===== src/common/trh_regs.svh =====
// register offsets, field positions, reset values and timing counts of the handshake block
`ifndef TRH_REGS_SVH
`define TRH_REGS_SVH
`define TRH_ADDR_CTRL      12'h000
`define TRH_ADDR_LAT       12'h004
`define TRH_ADDR_WORDS     12'h008
`define TRH_ADDR_STATUS    12'h00C
`define TRH_ADDR_ISTAT     12'h010
`define TRH_ADDR_IMASK     12'h014
`define TRH_ADDR_RDBK      12'h018
`define TRH_CTRL_ANALOG    0
`define TRH_CTRL_CONT      1
`define TRH_CTRL_ERRCHK    2
`define TRH_CTRL_ANAPORT   3
`define TRH_EV_OCAL        0
`define TRH_EV_WR          1
`define TRH_EV_RD          2
`define TRH_EV_ERR         3
`define TRH_CTRL_RST       4'hC
`define TRH_LAT_RST        8'h02
`define TRH_WORDS_RST      8'h08
`define TRH_NUM_CH         4'hF
`define TRH_OCAL_PER_CH    8'h0F
`define TRH_ANA_LAST       8'h03
`define TRH_RD_LAST        8'h03
`endif


===== src/common/trh_pkg.sv =====
// types shared by the reconfiguration handshake block
package trh_pkg;
	typedef enum logic [2:0] {
		TRH_ST_RST   = 3'h0,
		TRH_ST_OCAL  = 3'h1,
		TRH_ST_IDLE  = 3'h3,
		TRH_ST_FETCH = 3'h2,
		TRH_ST_XWR   = 3'h6,
		TRH_ST_ANA   = 3'h7,
		TRH_ST_RD    = 3'h5
	} trh_state_e;
endpackage


===== src/core/trh_top.sv =====
// reconfiguration controller fabric handshake with apb control registers
`timescale 1ns/1ns
`default_nettype none
`include "trh_regs.svh"

module trh_top import trh_pkg::*; (
	input  wire logic        pclk,
	input  wire logic        presetn,
	input  wire logic        psel,
	input  wire logic        penable,
	input  wire logic        pwrite,
	input  wire logic [11:0] paddr,
	input  wire logic [31:0] pwdata,
	output logic      [31:0] prdata,
	output logic             pready,
	output logic             pslverr,
	input  wire logic        write_strobe,
	input  wire logic        read_strobe,
	input  wire logic [7:0]  wr_value,
	output logic             busy,
	output logic             error,
	output logic             readback_valid,
	output logic      [7:0]  readback_data,
	output logic      [7:0]  cfg_addr,
	input  wire logic [15:0] cfg_data,
	output logic             xcvr_wr,
	output logic      [15:0] xcvr_data,
	output logic             irq
);

	// ==========================================================
	// declarations
	trh_state_e  state_ff;
	logic [7:0]  cnt_ff;
	logic [3:0]  ch_ff;
	logic [7:0]  idx_ff;
	logic [7:0]  ana_set_ff;
	logic [7:0]  ana_pend_ff;
	logic        busy_ff;
	logic        error_ff;
	logic        rdvalid_ff;
	logic [7:0]  rdbk_ff;
	logic [7:0]  cfg_addr_ff;
	logic        xcvr_wr_ff;
	logic [15:0] xcvr_data_ff;
	logic        irq_ff;
	logic [3:0]  ctrl_ff;
	logic [7:0]  lat_ff;
	logic [7:0]  words_ff;
	logic [3:0]  istat_ff;
	logic [3:0]  imask_ff;
	logic [31:0] prdata_ff;
	logic        pready_ff;
	logic        pslverr_ff;
	logic        bad_op;
	logic        err_hit;
	logic        abortable;
	logic        abort;
	logic        go_wr;
	logic        go_rd;
	logic        ocal_last;
	logic        last_word;
	logic [3:0]  ev;
	logic        apb_acc;
	logic        apb_done;
	logic [31:0] rd_mux;
	logic        addr_hit;
	logic [3:0]  istat_clr;
	logic        c_analog;
	logic        c_cont;
	logic        c_errchk;
	logic        c_anaport;

	assign c_analog  = ctrl_ff[`TRH_CTRL_ANALOG];
	assign c_cont    = ctrl_ff[`TRH_CTRL_CONT];
	assign c_errchk  = ctrl_ff[`TRH_CTRL_ERRCHK];
	assign c_anaport = ctrl_ff[`TRH_CTRL_ANAPORT];

	// ==========================================================
	// operation checking
	// strobes are single-cycle, so each high cycle counts as one request
	always_comb begin
		bad_op = 1'b0;
		if (read_strobe && !(c_analog && c_anaport)) begin
			bad_op = 1'b1;
		end
		if ((write_strobe || read_strobe) && (state_ff != TRH_ST_IDLE)) begin
			bad_op = 1'b1;
		end
		if (write_strobe && read_strobe) begin
			bad_op = 1'b1;
		end
		if (write_strobe && !c_analog && (words_ff == 8'h00)) begin
			bad_op = 1'b1;
		end
	end

	assign err_hit   = bad_op && c_errchk;
	// calibration is never cut short; only transactions abort
	assign abortable = (state_ff == TRH_ST_FETCH) || (state_ff == TRH_ST_XWR) ||
		(state_ff == TRH_ST_ANA) || (state_ff == TRH_ST_RD);
	assign abort     = err_hit && abortable;
	assign go_wr     = write_strobe && (state_ff == TRH_ST_IDLE) && !bad_op;
	assign go_rd     = read_strobe && (state_ff == TRH_ST_IDLE) && !bad_op;
	assign ocal_last = (cnt_ff == `TRH_OCAL_PER_CH) && (ch_ff == `TRH_NUM_CH);
	assign last_word = (idx_ff == words_ff - 8'h01);

	// event pulses feeding the sticky status
	always_comb begin
		ev = 4'h0;
		ev[`TRH_EV_OCAL] = (state_ff == TRH_ST_OCAL) && ocal_last;
		ev[`TRH_EV_WR]   = !abort && (((state_ff == TRH_ST_XWR) && !(c_cont && !last_word)) ||
			((state_ff == TRH_ST_ANA) && (cnt_ff == `TRH_ANA_LAST)));
		ev[`TRH_EV_RD]   = !abort && (state_ff == TRH_ST_RD) && (cnt_ff == `TRH_RD_LAST);
		ev[`TRH_EV_ERR]  = err_hit;
	end

	// ==========================================================
	// sequencer: calibration, file writes, analog accesses
	always_ff @(posedge pclk or negedge presetn) begin
		if (!presetn) begin
			state_ff     <= TRH_ST_RST;
			cnt_ff       <= 8'h00;
			ch_ff        <= 4'h0;
			idx_ff       <= 8'h00;
			ana_set_ff   <= 8'h00;
			ana_pend_ff  <= 8'h00;
			busy_ff      <= 1'b0;
			rdvalid_ff   <= 1'b0;
			rdbk_ff      <= 8'h00;
			cfg_addr_ff  <= 8'h00;
			xcvr_wr_ff   <= 1'b0;
			xcvr_data_ff <= 16'h0000;
		end else begin
			rdvalid_ff <= 1'b0;
			xcvr_wr_ff <= 1'b0;
			if (abort) begin
				state_ff <= TRH_ST_IDLE;
				busy_ff  <= 1'b0;
			end else begin
				case (state_ff)
					TRH_ST_RST: begin
						state_ff <= TRH_ST_OCAL;
						busy_ff  <= 1'b1;
					end
					TRH_ST_OCAL: begin
						// sixteen slots of cancellation per receiver channel
						cnt_ff <= cnt_ff + 8'h01;
						if (cnt_ff == `TRH_OCAL_PER_CH) begin
							cnt_ff <= 8'h00;
							ch_ff  <= ch_ff + 4'h1;
						end
						if (ocal_last) begin
							state_ff <= TRH_ST_IDLE;
							busy_ff  <= 1'b0;
						end
					end
					TRH_ST_IDLE: begin
						cnt_ff <= 8'h00;
						if (go_wr && c_analog) begin
							ana_pend_ff <= wr_value;
							state_ff    <= TRH_ST_ANA;
							busy_ff     <= 1'b1;
						end else if (go_wr) begin
							// continuous mode always restarts at the first word
							cfg_addr_ff <= c_cont ? 8'h00 : idx_ff;
							idx_ff      <= c_cont ? 8'h00 : idx_ff;
							state_ff    <= TRH_ST_FETCH;
							busy_ff     <= 1'b1;
						end else if (go_rd) begin
							state_ff <= TRH_ST_RD;
							busy_ff  <= 1'b1;
						end
					end
					TRH_ST_FETCH: begin
						// regular mode uses a single cycle of fetch latency
						if (!c_cont || (cnt_ff == lat_ff)) begin
							xcvr_data_ff <= cfg_data;
							xcvr_wr_ff   <= 1'b1;
							state_ff     <= TRH_ST_XWR;
						end else begin
							cnt_ff <= cnt_ff + 8'h01;
						end
					end
					TRH_ST_XWR: begin
						idx_ff <= last_word ? 8'h00 : idx_ff + 8'h01;
						cnt_ff <= 8'h00;
						if (c_cont && !last_word) begin
							cfg_addr_ff <= idx_ff + 8'h01;
							state_ff    <= TRH_ST_FETCH;
						end else begin
							state_ff <= TRH_ST_IDLE;
							busy_ff  <= 1'b0;
						end
					end
					TRH_ST_ANA: begin
						cnt_ff <= cnt_ff + 8'h01;
						if (cnt_ff == `TRH_ANA_LAST) begin
							ana_set_ff <= ana_pend_ff;
							state_ff   <= TRH_ST_IDLE;
							busy_ff    <= 1'b0;
						end
					end
					TRH_ST_RD: begin
						cnt_ff <= cnt_ff + 8'h01;
						if (cnt_ff == `TRH_RD_LAST) begin
							rdbk_ff    <= ana_set_ff;
							rdvalid_ff <= 1'b1;
							state_ff   <= TRH_ST_IDLE;
							busy_ff    <= 1'b0;
						end
					end
					default: begin
						state_ff <= TRH_ST_IDLE;
						busy_ff  <= 1'b0;
					end
				endcase
			end
		end
	end

	// error level: set wins over the clear by a new accepted transaction
	always_ff @(posedge pclk or negedge presetn) begin
		if (!presetn) begin
			error_ff <= 1'b0;
		end else if (err_hit) begin
			error_ff <= 1'b1;
		end else if (go_wr || go_rd) begin
			error_ff <= 1'b0;
		end
	end

	// ==========================================================
	// apb slave: one wait state, every access answered
	assign apb_acc  = psel && penable;
	assign apb_done = apb_acc && pready_ff;

	always_comb begin
		rd_mux   = 32'h0000_0000;
		addr_hit = 1'b1;
		if (paddr == `TRH_ADDR_CTRL) begin
			rd_mux[3:0] = ctrl_ff;
		end else if (paddr == `TRH_ADDR_LAT) begin
			rd_mux[7:0] = lat_ff;
		end else if (paddr == `TRH_ADDR_WORDS) begin
			rd_mux[7:0] = words_ff;
		end else if (paddr == `TRH_ADDR_STATUS) begin
			rd_mux[15:0] = {idx_ff, 1'b0, state_ff, 2'b00, error_ff, busy_ff};
		end else if (paddr == `TRH_ADDR_ISTAT) begin
			rd_mux[3:0] = istat_ff;
		end else if (paddr == `TRH_ADDR_IMASK) begin
			rd_mux[3:0] = imask_ff;
		end else if (paddr == `TRH_ADDR_RDBK) begin
			rd_mux[7:0] = ana_set_ff;
		end else begin
			addr_hit = 1'b0;
		end
	end

	// answer phase registers
	always_ff @(posedge pclk or negedge presetn) begin
		if (!presetn) begin
			pready_ff  <= 1'b0;
			prdata_ff  <= 32'h0000_0000;
			pslverr_ff <= 1'b0;
		end else begin
			pready_ff  <= apb_acc && !pready_ff;
			pslverr_ff <= apb_acc && !pready_ff && !addr_hit;
			if (apb_acc && !pready_ff && !pwrite) begin
				prdata_ff <= rd_mux;
			end
		end
	end

	// software-written configuration
	always_ff @(posedge pclk or negedge presetn) begin
		if (!presetn) begin
			ctrl_ff  <= `TRH_CTRL_RST;
			lat_ff   <= `TRH_LAT_RST;
			words_ff <= `TRH_WORDS_RST;
			imask_ff <= 4'h0;
		end else if (apb_done && pwrite) begin
			if (paddr == `TRH_ADDR_CTRL) begin
				ctrl_ff <= pwdata[3:0];
			end else if (paddr == `TRH_ADDR_LAT) begin
				lat_ff <= pwdata[7:0];
			end else if (paddr == `TRH_ADDR_WORDS) begin
				words_ff <= pwdata[7:0];
			end else if (paddr == `TRH_ADDR_IMASK) begin
				imask_ff <= pwdata[3:0];
			end
		end
	end

	// sticky events, cleared by reading; a same-cycle event survives
	assign istat_clr = (apb_done && !pwrite && (paddr == `TRH_ADDR_ISTAT)) ? 4'hF : 4'h0;

	always_ff @(posedge pclk or negedge presetn) begin
		if (!presetn) begin
			istat_ff <= 4'h0;
			irq_ff   <= 1'b0;
		end else begin
			istat_ff <= (istat_ff & ~istat_clr) | ev;
			irq_ff   <= |(istat_ff & imask_ff);
		end
	end

	// ==========================================================
	// outputs
	assign prdata         = prdata_ff;
	assign pready         = pready_ff;
	assign pslverr        = pslverr_ff;
	assign busy           = busy_ff;
	assign error          = error_ff;
	assign readback_valid = rdvalid_ff;
	assign readback_data  = rdbk_ff;
	assign cfg_addr       = cfg_addr_ff;
	assign xcvr_wr        = xcvr_wr_ff;
	assign xcvr_data      = xcvr_data_ff;
	assign irq            = irq_ff;
endmodule
`default_nettype wire


===== config.mk =====
export PLATFORM = sky130hd
export DESIGN_NAME = trh_top
export DESIGN_NICKNAME = d
export VERILOG_FILES = /design/src/common/trh_pkg.sv /design/src/core/trh_top.sv
export VERILOG_INCLUDE_DIRS = /design/src /design/src/common
export SDC_FILE = /design/constraint.sdc
export NUM_CORES = 1
export LEC_CHECK = 0
export BUFFER_PORTS_ARGS = -buffer_cell sky130_fd_sc_hd__buf_4
export CORE_AREA = 2 2 121 123
export DETAILED_ROUTE_END_ITERATION = 7
export DIE_AREA = 0 0 123 125
export PLACE_DENSITY = 0.68
export SETUP_SLACK_MARGIN = 0.4
export SKIP_CTS_REPAIR_TIMING = 1
export SYNTH_ARGS = -nofsm -noshare
export SYNTH_HDL_FRONTEND = slang
export SYNTH_SLANG_ARGS = --single-unit

===== constraint.sdc =====
create_clock -name pclk -period 2.4 [get_ports pclk]
set_input_delay 0.12 -clock pclk [delete_from_list [all_inputs] [get_ports pclk]]
set_output_delay 0.12 -clock pclk [all_outputs]
set_load 0.005 [all_outputs]

# Word level (Yosys, flattened, before mapping)
# Cells that the tools add are included.
# word_totals
regBits	122
inputBits	75
output_inout_bits	71
elab_cells	191
# op_classes
n_addsub	4
eq_ne	28
mux	60
n_bitwise	8
reduce_logical	69
# ops
cell	count
$mux 8	14
$eq 12x5->1 const B	3
$pmux 8 s2	2
$pmux 8 s4	1
$logic_and 1x1->1	29
$mux 1	27
$eq 12x4->1 const B	2
$mux 4	6
$mux 3	7
$reduce_and 3->1	7
$pmux 3 s6	1
$add 8x1->8 const B	2
$eq 8x8->1	2
$reduce_and 5->1	3
$eq 12x3->1 const B	1
$logic_not 12->1	1
$mux 12	1
$reduce_and 4->1	3
$logic_not 1->1	10
$eq 3x3->1 const B	3
$and 4x4->4	2
$eq 8x2->1 const B	1
$eq 8x4->1 const B	1
$logic_not 8->1	1
other kinds (22)	39

# Depth between registers and ports, before layout
# logic_depth
depth_word	14
ltp_mapped	10
ltp_nobuf	8

# Least setup slack after synthesis
# Ideal clock, no wire load.
# synth_timing
path_type	register to register
from	register words_ff[0]
to	register cfg_addr_ff[2] (netlist: cfg_addr[2])
setup_time_ns	0.125
arrival_ns	2.509
required_time_ns	2.275
slack_ns	-0.234
stages_incl_launch_ff	9
n_path_buf	0
period_less_slack_ns	2.634
path_cell_list	dfrtp_1 > inv_1 > ha_1 > nor4b_2 > xnor2_1 > a31oi_1 > or4_4 > o221ai_4 > mux2_4
# synth_via
elab_chain_len	8
elab_cells_between_ends	17
cone_classes	1 x add/sub; 4 x eq/ne; 1 x mux; 1 x bitwise; 10 x reduce/logical
# synth_rtl
item	line_no	rtl
start, declared	trh_top.sv:49	logic [7:0] words_ff;
start signal, assigned	trh_top.sv:280	words_ff <= `TRH_WORDS_RST;
start signal, assigned	trh_top.sv:288	words_ff <= pwdata[7:0];
branches (longest 7 deep; another with $sub 8x1->8)	-	
$reduce_and 5->1 (no line) *	-	
end signal, assigned	trh_top.sv:166	cfg_addr_ff <= c_cont ? 8'h00 : idx_ff;
end signal, assigned	trh_top.sv:189	cfg_addr_ff <= idx_ff + 8'h01;
end, declared	trh_top.sv:43	logic [7:0] cfg_addr_ff;
# Mark *: on every way between the ends.
# A chain may end at the register's enable or synchronous reset.

# Worst setup path after layout
# layout_timing
from	register words_ff[2]
to	register cfg_addr_ff[4] (netlist: cfg_addr[4])
# Same word-level chain as after synthesis.

==> impl_metrics.ini <==
[run_status]
outcome = complete, but fails checks
violations = hold timing, setup timing

[timing]
grt_setup_unrepaired = true
relSlewSlack_pct = 61.9
hold_viol_final = 1
fin_ws_ps = -86.9
tightest_slew_ps = 571
worst_hold_slack_ps = -13.8
clock.fmax_ghz = 0.402
min_period_ps = 2490
drv_slew = 0
finalClockSkew_ps = 5.23
final.period_utilization_pct = 104
setup_viol = 6
setup_tns_ps = -370

[floorplanning]
die_y_um = 125
dieArea_mm2 = 0.0154
io_pins = 146
placementRows = 44
die_w_um = 123
core_area_mm2 = 0.0142
start_util_pct = 43.8

[layout]
n_fill_cell = 1097
antennaDiodeCount = 0
final_layout_size_suffix_gt1_share_pct = 40.9
final_cells = 957
nets = 839
mostFrequentLayoutCell = buf_4
layout.cells.most_common_list = buf_4 (160), dfrtp_1 (114), nand2_1 (44)
syn2layout_area_growth_pct = 42.5

[worst_setup_path]
cp_slowest_cell = or4_4
crit_top_cell = or4_4
critPathMaxFanout = 7
path_buf_inv = 1
critical_path.top_delay_family = simple AND/OR/NAND/NOR gates
path_class = reg -> reg
crit_chain = or4_4 > nor2_4 > a31oi_2 > or4_4 > o221ai_4 > buf_12 > mux2_4
cp-end-kind = flop
worstPathArrival_ps = 2790
critPathRequiredTime_ps = 2710
crit_path_start_kind = flop
cpPeakStageDelay_ps = 540

[placement]
place_inst = 878
place_congestion = 0.880
hpwlAfterDp_um = 12000
io_buffers = 105
place_ws_ps = -149

[cts]
cts_sinks = 122
root_buffer = clkbuf_16
clk_path_buf_depth = 2
clk_pin_slew_worst_paths_ps = 50
ctsHtreeMaxLevel = 4
cts_tree = yes
clk_latency_ps = 420
numCtsBuffers = 17

[logic_synthesis]
synth_xor_area_share_pct = 3.52
synth_ff_type = dfrtp_1
synth_seq_cells = 122
yosysWarningCount = 0
synth_cells = 569
syn_area_per_cell_um2 = 10.9
synth-compound-area-share_pct = 12.6
synthMuxAreaShare_pct = 15.6
synthDistinctLibCells = 65
ys_seq_area_share_pct = 49.2
async_flop_share_pct = 100
synth_top_family_by_area = multiplexers
synth_area_mm2 = 0.00622
yosys.area_share.simple_pct = 13.9
synth_edf_count = 0
synthAdderAreaFrac_pct = 0.805

[route]
drc = 0
dr_total_vias = 5265
dr.pass1.iters = 4
wirelength_um = 17800
first_iter_violations = 449
wl_per_cell_um = 18.6
viasPerCell = 5.50
ant_nets = 0

[pwr]
p_leak_nw = 4.21
ir_drop_mv = 0.613
p_per_area_mw_per_mm2 = 844

[global_routing]
grt_pass1_wl_um = 25800
grt_pass1_vias = 4980
antenna_found_initial = 0
grt_overflow = 0
grt_usage_pct = 21.9
grt_max_degree = 77

[run]
cap_viol_max_count = 0

[worst_hold_path]
hp-class = in -> reg
[cells in the mapped netlist, drive strengths merged (3+ instances only)]
cell | n | area (µm²)
xnor2 | 21 | 184
xor2 | 4 | 35.0
nand2b | 10 | 62.6
dfstp | 4 | 105
clkbuf | 25 | 93.8
a21o | 3 | 22.5
mux2i | 13 | 130
or2 | 3 | 18.8
o21ai | 34 | 170
buf | 19 | 133
a22o | 17 | 149
nand3b | 3 | 22.5
nand4 | 6 | 37.5
o31ai | 9 | 67.6
nor2b | 9 | 56.3
nand2 | 46 | 173
o221ai | 4 | 52.6
nand3 | 18 | 90.1
inv | 11 | 41.3
and3 | 10 | 62.6
a22oi | 5 | 37.5
dfrtp | 118 | 2950
ha | 4 | 50.1
and4 | 3 | 26.3
nor2 | 24 | 92.6
mux2 | 69 | 792
nor3 | 13 | 65.1
a31oi | 4 | 25.0
o22ai | 3 | 18.8
or4 | 4 | 33.8
nor3b | 3 | 22.5
nor4 | 6 | 43.8
a21oi | 14 | 70.1
[kinds of logic after synthesis]
group,Yosys count
AO/OA/AOI/OAI,112
other,1
buffers and inverters,56
multiplexers,84
AND/OR/NAND/NOR,165
XOR/XNOR,25
adder cells (fa/ha/maj),4
flip-flops,122
[layout make-up]
class,instances,area [µm²],area share (%)
clock buffers,25,495,5.59
multi-input cells,408,3290,37.1
repair buffers,199,1620,18.3
clock inverters,7,113,1.27
flip-flops and latches,122,3060,34.6
inverters,12,45.0,0.508
well taps,184,230,2.60
[where the power goes]
part	leakage, nW	switching (mW)	internal (mW)
combinational	2.29	1.07	1.18
sequential	1.62	0.262	2.33
clock	0.297	0.892	1.74
[routing by layer]
layer	up-vias	part of all wire [%]	track usage, %
li1	2439	-	-
met1	2581	42	29.4
met2	215	50	34.7
met3	30	6.2	4.33
met4	0	1.9	8.89
met5	-	0	0
[stage by stage]
step	hold WS (ps)	cell area, µm²	power, mW	utilization (%)
finish	-13.8	8860	7.48	62.4
global route	-2.97	8860	7.84	62.4
CTS	-262	8110	7.06	57.1
detailed placement	182	7500	4.43	52.8
global placement	179	7500	4.37	52.8
floorplan	-176	6350	3.60	-
[final timing paths]
path | start | to | slack [ps] | cells after the start
setup / recovery | words_ff[2]$_DFFE_PN0P_ | cfg_addr[4]$_DFFE_PN0P_ | -90 | 7
hold / removal | psel | pready$_DFF_PN0_ | -10 | 3
setup reg to reg | words_ff[2]$_DFFE_PN0P_ | cfg_addr[4]$_DFFE_PN0P_ | -90 | 7
hold reg to reg | prdata[7]$_DFFE_PN0P_ | prdata[7]$_DFFE_PN0P_ | 490 | 2
max in group asynchronous | presetn | prdata[1]$_DFFE_PN0P_ | 1630 | 3
min in group asynchronous | presetn | prdata[7]$_DFFE_PN0P_ | 270 | 3
[worst min-delay path: cells and delay by family]
family	cells	cell delay [ps]
and+or+nand+nor	2	150
buffers and inverters	1	90
[flip-flops by register name, summed over array words and instances, names as in the netlist, 3 cells and up]
name and count:
readback_data 8, idx_ff 8, state_ff 3, ctrl_ff 4, prdata 16, words_ff 8, xcvr_data 16, imask_ff 4
ana_set_ff 8, ana_pend_ff 8, cfg_addr 8, ch_ff 4, lat_ff 8, istat_ff 4, cnt_ff 8
No activity file was read; power rests on OpenSTA's default activity.
